===== config.mk =====
export PLATFORM = sky130hd
export DESIGN_NAME = tscr_top
export DESIGN_NICKNAME = d
export VERILOG_FILES = /design/src/verilog/tscr_pkg.sv /design/src/verilog/tscr_txclk_gen.sv /design/src/verilog/tscr_osc_counter.sv /design/src/verilog/tscr_top.sv
export VERILOG_INCLUDE_DIRS = /design/src /design/src/verilog
export SDC_FILE = /design/constraint.sdc
export NUM_CORES = 1
export LEC_CHECK = 0
export ABC_AREA = 1
export BUFFER_PORTS_ARGS = -buffer_cell sky130_fd_sc_hd__buf_2
export CORE_AREA = 5 5 142 280
export CTS_BUF_LIST = sky130_fd_sc_hd__clkbuf_16
export DETAILED_ROUTE_END_ITERATION = 10
export DIE_AREA = 0 0 147 285
export PLACE_DENSITY = 0.54
export SETUP_SLACK_MARGIN = 0.02
export SYNTH_ARGS = -nofsm -noshare
export SYNTH_HDL_FRONTEND = slang
export SYNTH_HIERARCHICAL = 1
export SYNTH_SLANG_ARGS = --single-unit

===== constraint.sdc =====
create_clock -name mclk_in -period 3.4 [get_ports mclk_in]
set_clock_uncertainty 0.05 [all_clocks]
set_input_delay 0 -clock mclk_in [delete_from_list [all_inputs] [get_ports mclk_in]]
set_output_delay 0 -clock mclk_in [all_outputs]
set_load 0.01 [all_outputs]

===== src/verilog/tscr_consts.svh =====
// Offsets, field positions, masks and reset values of the tile status bank
`ifndef TSCR_CONSTS_SVH
`define TSCR_CONSTS_SVH

`define TSCR_REG_VECTOR_BASE 8'h01
`define TSCR_REG_TILE_CTRL 8'h02
`define TSCR_REG_BOOT_STATUS 8'h03
`define TSCR_REG_SECURITY 8'h05
`define TSCR_REG_OSC_CTRL 8'h06
`define TSCR_REG_OSC_COUNT0 8'h07

`define TSCR_VB_WMASK 32'hfffc0000
`define TSCR_CTRL_WMASK 32'h03ffff36
`define TSCR_SEC_WMASK 32'h80005fb1
`define TSCR_OSC_WMASK 32'h00000003

`define TSCR_VB_RESET 32'h00000000
`define TSCR_CTRL_RESET 32'h00000000
`define TSCR_SEC_RESET 32'h00000000
`define TSCR_OSC_RESET 32'h00000000

`define TSCR_STRAP_SETTLE 2'h3

`define TSCR_VEC_HI 31
`define TSCR_VEC_LO 16
`define TSCR_CTRL_DELAY_HI 25
`define TSCR_CTRL_DELAY_LO 18
`define TSCR_CTRL_DIV_HI 17
`define TSCR_CTRL_DIV_LO 9
`define TSCR_CTRL_RGMII_EN 8
`define TSCR_CTRL_DIV_DYN 5
`define TSCR_CTRL_DIV_EN 4
`define TSCR_CTRL_UTMI_SEL 2
`define TSCR_CTRL_ULPI_EN 1

`define TSCR_SEC_LOCK 31
`define TSCR_SEC_GDBG_OFF 14
`define TSCR_SEC_OTP_ALL_LOCK 12
`define TSCR_SEC_SECT_HI 11
`define TSCR_SEC_SECT_LO 8
`define TSCR_SEC_OTP_REDUN 7
`define TSCR_SEC_OTP_BOOT 5
`define TSCR_SEC_PLL_JTAG_OFF 4
`define TSCR_SEC_TAP_OFF 0

`define TSCR_OSC_CORE_RUN 1
`define TSCR_OSC_PERIPH_RUN 0

`endif


===== src/verilog/tscr_pkg.sv =====
// Types shared by the tile status register bank
package tscr_pkg;
    typedef struct packed {
        logic valid;
        logic write;
        logic [7:0] regnum;
        logic [31:0] wdata;
    } tscr_ps_req_s;

    typedef struct packed {
        logic [7:0] proc_num;
        logic boot_override;
        logic second_core_powered;
        logic otp_poll_off;
        logic boot_ram;
        logic boot_jtag;
    } tscr_boot_s;

    typedef struct packed {
        logic global_debug_off;
        logic otp_all_lock;
        logic [3:0] otp_sector_lock;
        logic otp_redundancy;
        logic otp_boot;
        logic pll_jtag_off;
        logic tap_off;
    } tscr_sec_s;

    typedef enum logic [1:0] {
        TSCR_TX_IDLE = 2'b01,
        TSCR_TX_WAIT = 2'b10
    } tscr_tx_state_e;
endpackage


===== src/verilog/tscr_txclk_gen.sv =====
// Transmit clock divider and data launch delay
`timescale 1ns/100ps
module tscr_txclk_gen (
    input wire logic mclk_in,
    input wire logic rst_in,
    input wire logic enable_in,
    input wire logic [8:0] divider_in,
    input wire logic [7:0] delay_in,
    output logic tx_clk_out,
    output logic data_launch_out
);
    import tscr_pkg::*;

    logic [8:0] cnt_ff;
    logic tx_clk_ff;
    logic [7:0] dly_ff;
    logic launch_ff;
    tscr_tx_state_e state_ff;
    logic rise;

    assign rise = enable_in && (cnt_ff == divider_in);

    // Counter wraps on the divider so a period is divider plus one
    always_ff @(posedge mclk_in) begin
        if (rst_in || !enable_in) begin
            cnt_ff <= 9'h000;
        end else if (cnt_ff >= divider_in) begin
            cnt_ff <= 9'h000;
        end else begin
            cnt_ff <= cnt_ff + 9'h001;
        end
    end

    // Rise has priority when both compares hit, as with a zero divider
    always_ff @(posedge mclk_in) begin
        if (rst_in || !enable_in) begin
            tx_clk_ff <= 1'b0;
        end else if (rise) begin
            tx_clk_ff <= 1'b1;
        end else if (cnt_ff == (divider_in >> 1)) begin
            tx_clk_ff <= 1'b0;
        end
    end

    always_ff @(posedge mclk_in) begin
        if (rst_in || !enable_in) begin
            state_ff <= TSCR_TX_IDLE;
            dly_ff <= 8'h00;
            launch_ff <= 1'b0;
        end else begin
            launch_ff <= 1'b0;
            case (state_ff)
                TSCR_TX_IDLE: begin
                    if (rise && delay_in == 8'h00) begin
                        launch_ff <= 1'b1;
                    end else if (rise) begin
                        dly_ff <= delay_in - 8'h01;
                        state_ff <= TSCR_TX_WAIT;
                    end
                end
                TSCR_TX_WAIT: begin
                    if (dly_ff == 8'h00) begin
                        launch_ff <= 1'b1;
                        state_ff <= TSCR_TX_IDLE;
                    end else begin
                        dly_ff <= dly_ff - 8'h01;
                    end
                end
                default: begin
                    state_ff <= TSCR_TX_IDLE;
                end
            endcase
        end
    end

    assign tx_clk_out = tx_clk_ff;
    assign data_launch_out = launch_ff;
endmodule


===== src/verilog/tscr_osc_counter.sv =====
// Ring oscillator tick synchronisers and edge counters
`timescale 1ns/100ps
module tscr_osc_counter (
    input wire logic mclk_in,
    input wire logic rst_in,
    input wire logic [3:0] osc_tick_in,
    input wire logic core_osc_run_in,
    input wire logic periph_osc_run_in,
    output logic [3:0][15:0] oscillator_count_value_out
);
    import tscr_pkg::*;

    logic [3:0] sync1_ff;
    logic [3:0] sync2_ff;
    logic [3:0] sync3_ff;
    logic [3:0] run;
    // Power-up value only; reset leaves the counts alone
    logic [3:0][15:0] count_ff = '0;

    // Oscillators 0 and 1 sit in the core, 2 and 3 in the periphery
    assign run = {periph_osc_run_in, periph_osc_run_in, core_osc_run_in, core_osc_run_in};

    always_ff @(posedge mclk_in) begin
        if (rst_in) begin
            sync1_ff <= 4'h0;
            sync2_ff <= 4'h0;
            sync3_ff <= 4'h0;
        end else begin
            sync1_ff <= osc_tick_in;
            sync2_ff <= sync1_ff;
            sync3_ff <= sync2_ff;
        end
    end

    // Counts survive reset on purpose; they freeze while the run bits are clear, as after reset
    always_ff @(posedge mclk_in) begin
        for (int i = 0; i < 4; i++) begin
            if (run[i] && sync2_ff[i] && !sync3_ff[i]) begin
                count_ff[i] <= count_ff[i] + 16'h0001;
            end
        end
    end

    assign oscillator_count_value_out = count_ff;
endmodule


===== src/verilog/tscr_top.sv =====
// Tile processor status register bank with its controlled features
// Notes on behaviour
// - handler address is base high, vector low
// - vector base bits 31:18 writable, rest zero
// - tile control 25:18 sets transmit data delay
// - transmit clock rises at divider, falls at half
// - tile control bit 8 enables RGMII
// - dynamic divider acts only when threads paused
// - tile control bit 4 enables low-power divider
// - tile control bit 2 picks UTMI or ULPI
// - tile control bit 1 enables ULPI support
// - boot status read-only, processor number 23:16
// - boot status reports override, power, boot sources, straps
// - security register loaded from OTP word
// - security bit 31 blocks further writes
// - security bits 14, 0 disable debug access
// - security bit 12, bits 11:8 lock OTP
// - security bit 7 enables OTP redundancy
// - security bits 5, 4 secure boot, PLL JTAG
// - four free-running oscillators each clock a counter
// - oscillator control bits 1, 0 enable rings
// - first count read-only, survives reset
`timescale 1ns/100ps
`include "tscr_consts.svh"
module tscr_top (
    input wire logic mclk_in,
    input wire logic rst_in,
    input wire tscr_pkg::tscr_ps_req_s ps_req_in,
    input wire logic event_valid_in,
    input wire logic [15:0] event_vector_in,
    input wire logic all_threads_paused_in,
    input wire tscr_pkg::tscr_boot_s boot_in,
    input wire logic [1:0] pll_strap_pins_in,
    input wire logic otp_load_valid_in,
    input wire logic [31:0] otp_security_word_in,
    input wire logic [3:0] osc_tick_in,
    output logic rd_valid_out,
    output logic [31:0] rd_data_out,
    output logic handler_valid_out,
    output logic [31:0] handler_addr_out,
    output logic rgmii_enable_out,
    output logic rgmii_tx_clk_out,
    output logic rgmii_data_launch_out,
    output logic lp_divider_active_out,
    output logic usb_utmi_mode_out,
    output logic ulpi_support_en_out,
    output tscr_pkg::tscr_sec_s security_out,
    output logic core_osc_run_out,
    output logic periph_osc_run_out,
    output logic [3:0][15:0] oscillator_count_value_out
);
    import tscr_pkg::*;

    logic [31:0] vector_base_ff;
    logic [31:0] tile_ctrl_ff;
    logic [31:0] security_ff;
    logic [31:0] osc_ctrl_ff;
    tscr_boot_s boot_ff;
    logic [1:0] pll_strap_value_ff;
    logic boot_taken_ff;
    logic [1:0] strap_s1_ff;
    logic [1:0] strap_s2_ff;
    logic [1:0] strap_s3_ff;
    logic [1:0] strap_age_ff;
    logic rd_valid_ff;
    logic [31:0] rd_data_ff;
    logic handler_valid_ff;
    logic [31:0] handler_addr_ff;
    logic lp_div_ff;
    logic [31:0] nxt_rd_data;
    logic [31:0] boot_word;
    logic wr_req;
    logic rd_req;

    // Masked write keeps read-only bits at zero
    function automatic logic [31:0] masked_write(input logic [31:0] data,
                                                  input logic [31:0] mask);
        masked_write = data & mask;
    endfunction

    function automatic logic hits(input tscr_ps_req_s req, input logic [7:0] num);
        hits = req.valid && (req.regnum == num);
    endfunction

    assign wr_req = ps_req_in.valid && ps_req_in.write;
    assign rd_req = ps_req_in.valid && !ps_req_in.write;

    always_ff @(posedge mclk_in) begin
        if (rst_in) begin
            vector_base_ff <= `TSCR_VB_RESET;
        end else if (wr_req && hits(ps_req_in, `TSCR_REG_VECTOR_BASE)) begin
            vector_base_ff <= masked_write(ps_req_in.wdata, `TSCR_VB_WMASK);
        end
    end

    always_ff @(posedge mclk_in) begin
        if (rst_in) begin
            tile_ctrl_ff <= `TSCR_CTRL_RESET;
        end else if (wr_req && hits(ps_req_in, `TSCR_REG_TILE_CTRL)) begin
            tile_ctrl_ff <= masked_write(ps_req_in.wdata, `TSCR_CTRL_WMASK);
        end
    end

    // OTP copy loads regardless of the lock; only software writes are barred
    always_ff @(posedge mclk_in) begin
        if (rst_in) begin
            security_ff <= `TSCR_SEC_RESET;
        end else if (otp_load_valid_in) begin
            security_ff <= masked_write(otp_security_word_in, `TSCR_SEC_WMASK);
        end else if (wr_req && hits(ps_req_in, `TSCR_REG_SECURITY) &&
                     !security_ff[`TSCR_SEC_LOCK]) begin
            security_ff <= masked_write(ps_req_in.wdata, `TSCR_SEC_WMASK);
        end
    end

    always_ff @(posedge mclk_in) begin
        if (rst_in) begin
            osc_ctrl_ff <= `TSCR_OSC_RESET;
        end else if (wr_req && hits(ps_req_in, `TSCR_REG_OSC_CTRL)) begin
            osc_ctrl_ff <= masked_write(ps_req_in.wdata, `TSCR_OSC_WMASK);
        end
    end

    // Strap pins are asynchronous; taken once two stages agree after reset
    always_ff @(posedge mclk_in) begin
        if (rst_in) begin
            strap_s1_ff <= 2'h0;
            strap_s2_ff <= 2'h0;
            strap_s3_ff <= 2'h0;
        end else begin
            strap_s1_ff <= pll_strap_pins_in;
            strap_s2_ff <= strap_s1_ff;
            strap_s3_ff <= strap_s2_ff;
        end
    end

    // Stages still hold reset zeros at first; wait until pin data fills them
    always_ff @(posedge mclk_in) begin
        if (rst_in) begin
            strap_age_ff <= 2'h0;
        end else if (strap_age_ff != `TSCR_STRAP_SETTLE) begin
            strap_age_ff <= strap_age_ff + 2'h1;
        end
    end

    always_ff @(posedge mclk_in) begin
        if (rst_in) begin
            boot_taken_ff <= 1'b0;
            boot_ff <= '0;
            pll_strap_value_ff <= 2'h0;
        end else if (!boot_taken_ff && strap_age_ff == `TSCR_STRAP_SETTLE &&
                     strap_s2_ff == strap_s3_ff) begin
            boot_taken_ff <= 1'b1;
            boot_ff <= boot_in;
            pll_strap_value_ff <= strap_s3_ff;
        end
    end

    always_comb begin
        boot_word = 32'h00000000;
        boot_word[23:16] = boot_ff.proc_num;
        boot_word[8] = boot_ff.boot_override;
        boot_word[5] = boot_ff.second_core_powered;
        boot_word[4] = boot_ff.otp_poll_off;
        boot_word[3] = boot_ff.boot_ram;
        boot_word[2] = boot_ff.boot_jtag;
        boot_word[1:0] = pll_strap_value_ff;
    end

    // Unmapped numbers read as zero
    always_comb begin
        case (ps_req_in.regnum)
            `TSCR_REG_VECTOR_BASE: nxt_rd_data = vector_base_ff;
            `TSCR_REG_TILE_CTRL: nxt_rd_data = tile_ctrl_ff;
            `TSCR_REG_BOOT_STATUS: nxt_rd_data = boot_word;
            `TSCR_REG_SECURITY: nxt_rd_data = security_ff;
            `TSCR_REG_OSC_CTRL: nxt_rd_data = osc_ctrl_ff;
            `TSCR_REG_OSC_COUNT0: nxt_rd_data = {16'h0000, oscillator_count_value_out[0]};
            default: nxt_rd_data = 32'h00000000;
        endcase
    end

    always_ff @(posedge mclk_in) begin
        if (rst_in) begin
            rd_valid_ff <= 1'b0;
            rd_data_ff <= 32'h00000000;
        end else begin
            rd_valid_ff <= rd_req;
            if (rd_req) begin
                rd_data_ff <= nxt_rd_data;
            end
        end
    end

    // Bits 17:16 of the base are reserved zeros and pass through; the vector fills bits 15:0
    always_ff @(posedge mclk_in) begin
        if (rst_in) begin
            handler_valid_ff <= 1'b0;
            handler_addr_ff <= 32'h00000000;
        end else begin
            handler_valid_ff <= event_valid_in;
            if (event_valid_in) begin
                handler_addr_ff <= {vector_base_ff[`TSCR_VEC_HI:`TSCR_VEC_LO],
                                    event_vector_in};
            end
        end
    end

    always_ff @(posedge mclk_in) begin
        if (rst_in) begin
            lp_div_ff <= 1'b0;
        end else begin
            lp_div_ff <= tile_ctrl_ff[`TSCR_CTRL_DIV_EN] &&
                         (!tile_ctrl_ff[`TSCR_CTRL_DIV_DYN] || all_threads_paused_in);
        end
    end

    tscr_txclk_gen u_txclk (
        .mclk_in(mclk_in),
        .rst_in(rst_in),
        .enable_in(tile_ctrl_ff[`TSCR_CTRL_RGMII_EN]),
        .divider_in(tile_ctrl_ff[`TSCR_CTRL_DIV_HI:`TSCR_CTRL_DIV_LO]),
        .delay_in(tile_ctrl_ff[`TSCR_CTRL_DELAY_HI:`TSCR_CTRL_DELAY_LO]),
        .tx_clk_out(rgmii_tx_clk_out),
        .data_launch_out(rgmii_data_launch_out)
    );

    tscr_osc_counter u_osc (
        .mclk_in(mclk_in),
        .rst_in(rst_in),
        .osc_tick_in(osc_tick_in),
        .core_osc_run_in(osc_ctrl_ff[`TSCR_OSC_CORE_RUN]),
        .periph_osc_run_in(osc_ctrl_ff[`TSCR_OSC_PERIPH_RUN]),
        .oscillator_count_value_out(oscillator_count_value_out)
    );

    assign rd_valid_out = rd_valid_ff;
    assign rd_data_out = rd_data_ff;
    assign handler_valid_out = handler_valid_ff;
    assign handler_addr_out = handler_addr_ff;
    assign rgmii_enable_out = tile_ctrl_ff[`TSCR_CTRL_RGMII_EN];
    assign lp_divider_active_out = lp_div_ff;
    assign usb_utmi_mode_out = tile_ctrl_ff[`TSCR_CTRL_UTMI_SEL];
    assign ulpi_support_en_out = tile_ctrl_ff[`TSCR_CTRL_ULPI_EN];
    assign security_out.global_debug_off = security_ff[`TSCR_SEC_GDBG_OFF];
    assign security_out.tap_off = security_ff[`TSCR_SEC_TAP_OFF];
    assign security_out.otp_all_lock = security_ff[`TSCR_SEC_OTP_ALL_LOCK];
    assign security_out.otp_sector_lock = security_ff[`TSCR_SEC_SECT_HI:`TSCR_SEC_SECT_LO];
    assign security_out.otp_redundancy = security_ff[`TSCR_SEC_OTP_REDUN];
    assign security_out.otp_boot = security_ff[`TSCR_SEC_OTP_BOOT];
    assign security_out.pll_jtag_off = security_ff[`TSCR_SEC_PLL_JTAG_OFF];
    assign core_osc_run_out = osc_ctrl_ff[`TSCR_OSC_CORE_RUN];
    assign periph_osc_run_out = osc_ctrl_ff[`TSCR_OSC_PERIPH_RUN];
endmodule


==> metrics <==
CP Max Fanout=26; Final Hold Vio Count=0; vias post-DR=10.34k; clock latency on the worst-skew pair=approximately 540 ps; post-route setup TNS=0 ps; first-pass GRT wire length=between 50000 and 60000 µm; Area Growth Syn to Fin=30.00%; sequential share of the synthesized area=between 40 and 50%; Power Dens Cells=just over 400 mW/mm²; Longest Clk Path Bufs=3; mean post-synth cell area=just under 8 µm²; I/O pin count=about 260; slew at the pin closest to its max-slew limit=~1100 ps; Max stage delay on crit path=620 ps; R2R depth=12; worst setup margin=~550 ps; Synth warnings=6; Initial Util=between 20% and 30%; most frequent cells in the layout=nand2_1, nor2_1, buf_2; Post-Syn Area=0.01103 mm²; Post-route DRC=0; CTS H-Tree Depth=1; Highest Clock Rate=351.3 MHz; grt total ovfl=0; Worst R2R End=u_txclk/dly_ff[4]$_SDFFE_PP0P_; Tot GR Track Use=approximately 16%; CP arrival=about 3200 ps; Netlist cell types=41; initial antenna violation count=0; Peak supply drop=0.0003932 V; commonest non-fill, non-tap cell in the layout=nand2_1; synth top area cells=dfxtp_1, edfxtp_1, nand2_1; status=completed; Synth Register Bits=235; Leak=~0.0063 µW; clock slew at reported path FFs=70 ps; hold path depth=8; overall routed net length=35970 µm; vias in the first global route=approximately 10k; Setup crit start=ps_req_in[39]; RSZ-0062 raised after global routing=no; Die ar.=0.04190 mm²; worst reg2reg path startpoint=u_txclk/state_ff[0]$_SDFFE_PP1P_; final setup vio count=0; HPWL Detailed=about 26000 µm; DRT iter0 DRCs=478; routability congestion estimate=around 0.85; Worst Path Required=between 3000 and 4000 ps; nets=approximately 1.9k; pre-CTS setup slack=about 1200 ps; type of element capturing the critical path=register; Post-DRT Antenna Nets=0; R2R Setup Slk=~1200 ps; min-delay src=ps_req_in[37]; vias per cell=~4.7; CTS root buffer=clkbuf_16; Synth Instances=1410; Min-Delay Endpoint=rd_data_out[7]$_SDFFE_PP0P_; CORE AREA=about 0.037 mm²; post-CTS setup buffer count=0; first drt pass iteration count=5; Yosys top cell area share=around 31%; Crit Path Class=in2reg; row cnt=100; final worst path period share=83.72%; WL/cell=roughly 16 µm; relative max-transition margin=slightly below 30%; min-delay worst type=in2reg; Slew Limit Fails=0; MaxCap Viol Count=0; Fill cells=3825; startpoint types=input port; post-synth top area cell=dfxtp_1; CP max stage cell=dlygate4sd3_1; share of cells above drive strength 1=20.34%; min Tclk post-route=about 2800 ps; IO buf count=236; CTS tree=done; CP most frequent cell=dlygate4sd3_1; number of CTS-inserted buffers=23; largest net degree at the start of global routing=about 40; DIE WIDTH=around 150 µm; die outline height=285 µm; critical path, cell by cell=dlygate4sd3_1, buf_2, inv_1, nand2_2, dlygate4sd3_1, nor2_8, nand3_1, nand2_1, inv_1, nand2_1, a21oi_1, dlygate4sd3_1; clock sink count=around 240
## worst max-delay path: cells and delay by family
| family | cells | cell delay, ps |
|---|---|---|
| buf+inv | 6 | 2130 |
| simple gates | 5 | 1010 |
| compound gates | 1 | 60 |
## power by group
group	switching [µW]	internal, µW	total, µW
clock network	1150	1310	2460
registers	42.1	2930	2970
logic	250	215	465
total	1440	4460	5900
## cell type report
class	instances	area, µm²	area share [%]
Tap cell	459	574.3	4.006
Clock inverter	18	115.1	0.8029
Antenna cell	1	2.502	0.01746
Sequential cell	235	5345	37.28
Timing Repair Buffer	361	2397	16.72
Inverter	128	480.5	3.351
Multi-Input combinational cell	985	4846	33.80
Clock buffer	23	575.6	4.015
## worst max path at each step
stage,to,slack (ps),cells after the start
CTS,security_ff[14]$_SDFFE_PP0P_,590,12
global route,security_ff[10]$_SDFFE_PP0P_,420,12
global placement,u_txclk/dly_ff[4]$_SDFFE_PP0P_,1190,12
floorplan,u_osc/oscillator_count_value_out[0]$_DFFE_PP_,1310,2
detailed placement,u_txclk/dly_ff[4]$_SDFFE_PP0P_,1190,12
finish,security_ff[10]$_SDFFE_PP0P_,550,12
## through the flow
stage                     instance area (µm²)  instances  power (µW)  util [%]  hold WS [ps]
final                                   14340       2210        5903     38.58         27.54
after global routing                    14330       2209        6145     38.57         48.51
after CTS                               14330       2209        6001     38.57         2.108
after detailed placement                12530       2057        3390     33.72         158.0
after global placement                  12530       2057        3382     33.72         149.7
after floorplan                         11030       1411        3239         -         21.18
## layer usage
metal | GRT usage, % | share of wire (%) | vias up
li1 | - | - | 5198
met1 | 17.57 | 38 | 4808
met5 | 0 | 0 | -
met3 | 2.336 | 4.6 | 55
met2 | 32.21 | 55 | 281
met4 | 5.366 | 2.6 | 0
## state kept, by name (all words and copies together) (netlist names), 2 cells and up
register and count:
u_txclk/state_ff 2, u_osc/sync3_ff 4, handler_addr_out 30, u_osc/sync2_ff 4, strap_age_ff 2, u_osc/oscillator_count_value_out 64, strap_s3_ff 2, u_txclk/dly_ff 8
rd_data_out 32, strap_s1_ff 2, u_osc/sync1_ff 4, boot_ff 13, pll_strap_value_ff 2, tile_ctrl_ff 22, strap_s2_ff 2, u_txclk/cnt_ff 9
osc_ctrl_ff 2, vector_base_ff 14, security_ff 11
## synth_stat cells, drive strengths merged
cell	n
a211oi	2
a21o	1
a21oi	66
a31oi	1
buf	39
clkbuf	24
clkinv	2
conb	1
dfxtp	171
edfxtp	64
ha	18
inv	126
mux2	1
nand2	289
nand3	119
nand3b	5
nand4	14
nor2	277
nor3	16
o211a	1
o21a	2
o21ai	131
o21bai	1
xnor2	19
xor2	20
## cell families (layout without fill, tap and decap cells)
| logic type | Yosys count | in the layout | share of synthesized area (%) |
|---|---|---|---|
| AND/OR/NAND/NOR | 720 | 720 | 28.75 |
| buffers and inverters | 191 | 530 | 7.828 |
| adder cells (fa/ha/maj) | 18 | 18 | 2.042 |
| multiplexers | 1 | 1 | 0.1021 |
| flip-flops | 235 | 235 | 48.47 |
| other | 1 | 3 | 0.03400 |
| XOR/XNOR | 39 | 39 | 3.097 |
| AO/OA/AOI/OAI | 205 | 205 | 9.678 |
## timing repair
action	CTS	global route
gates resized for setup	0	0
hold buffers	111	0
hold endpoints to repair	110	0
(Power assumes the default switching activity.)
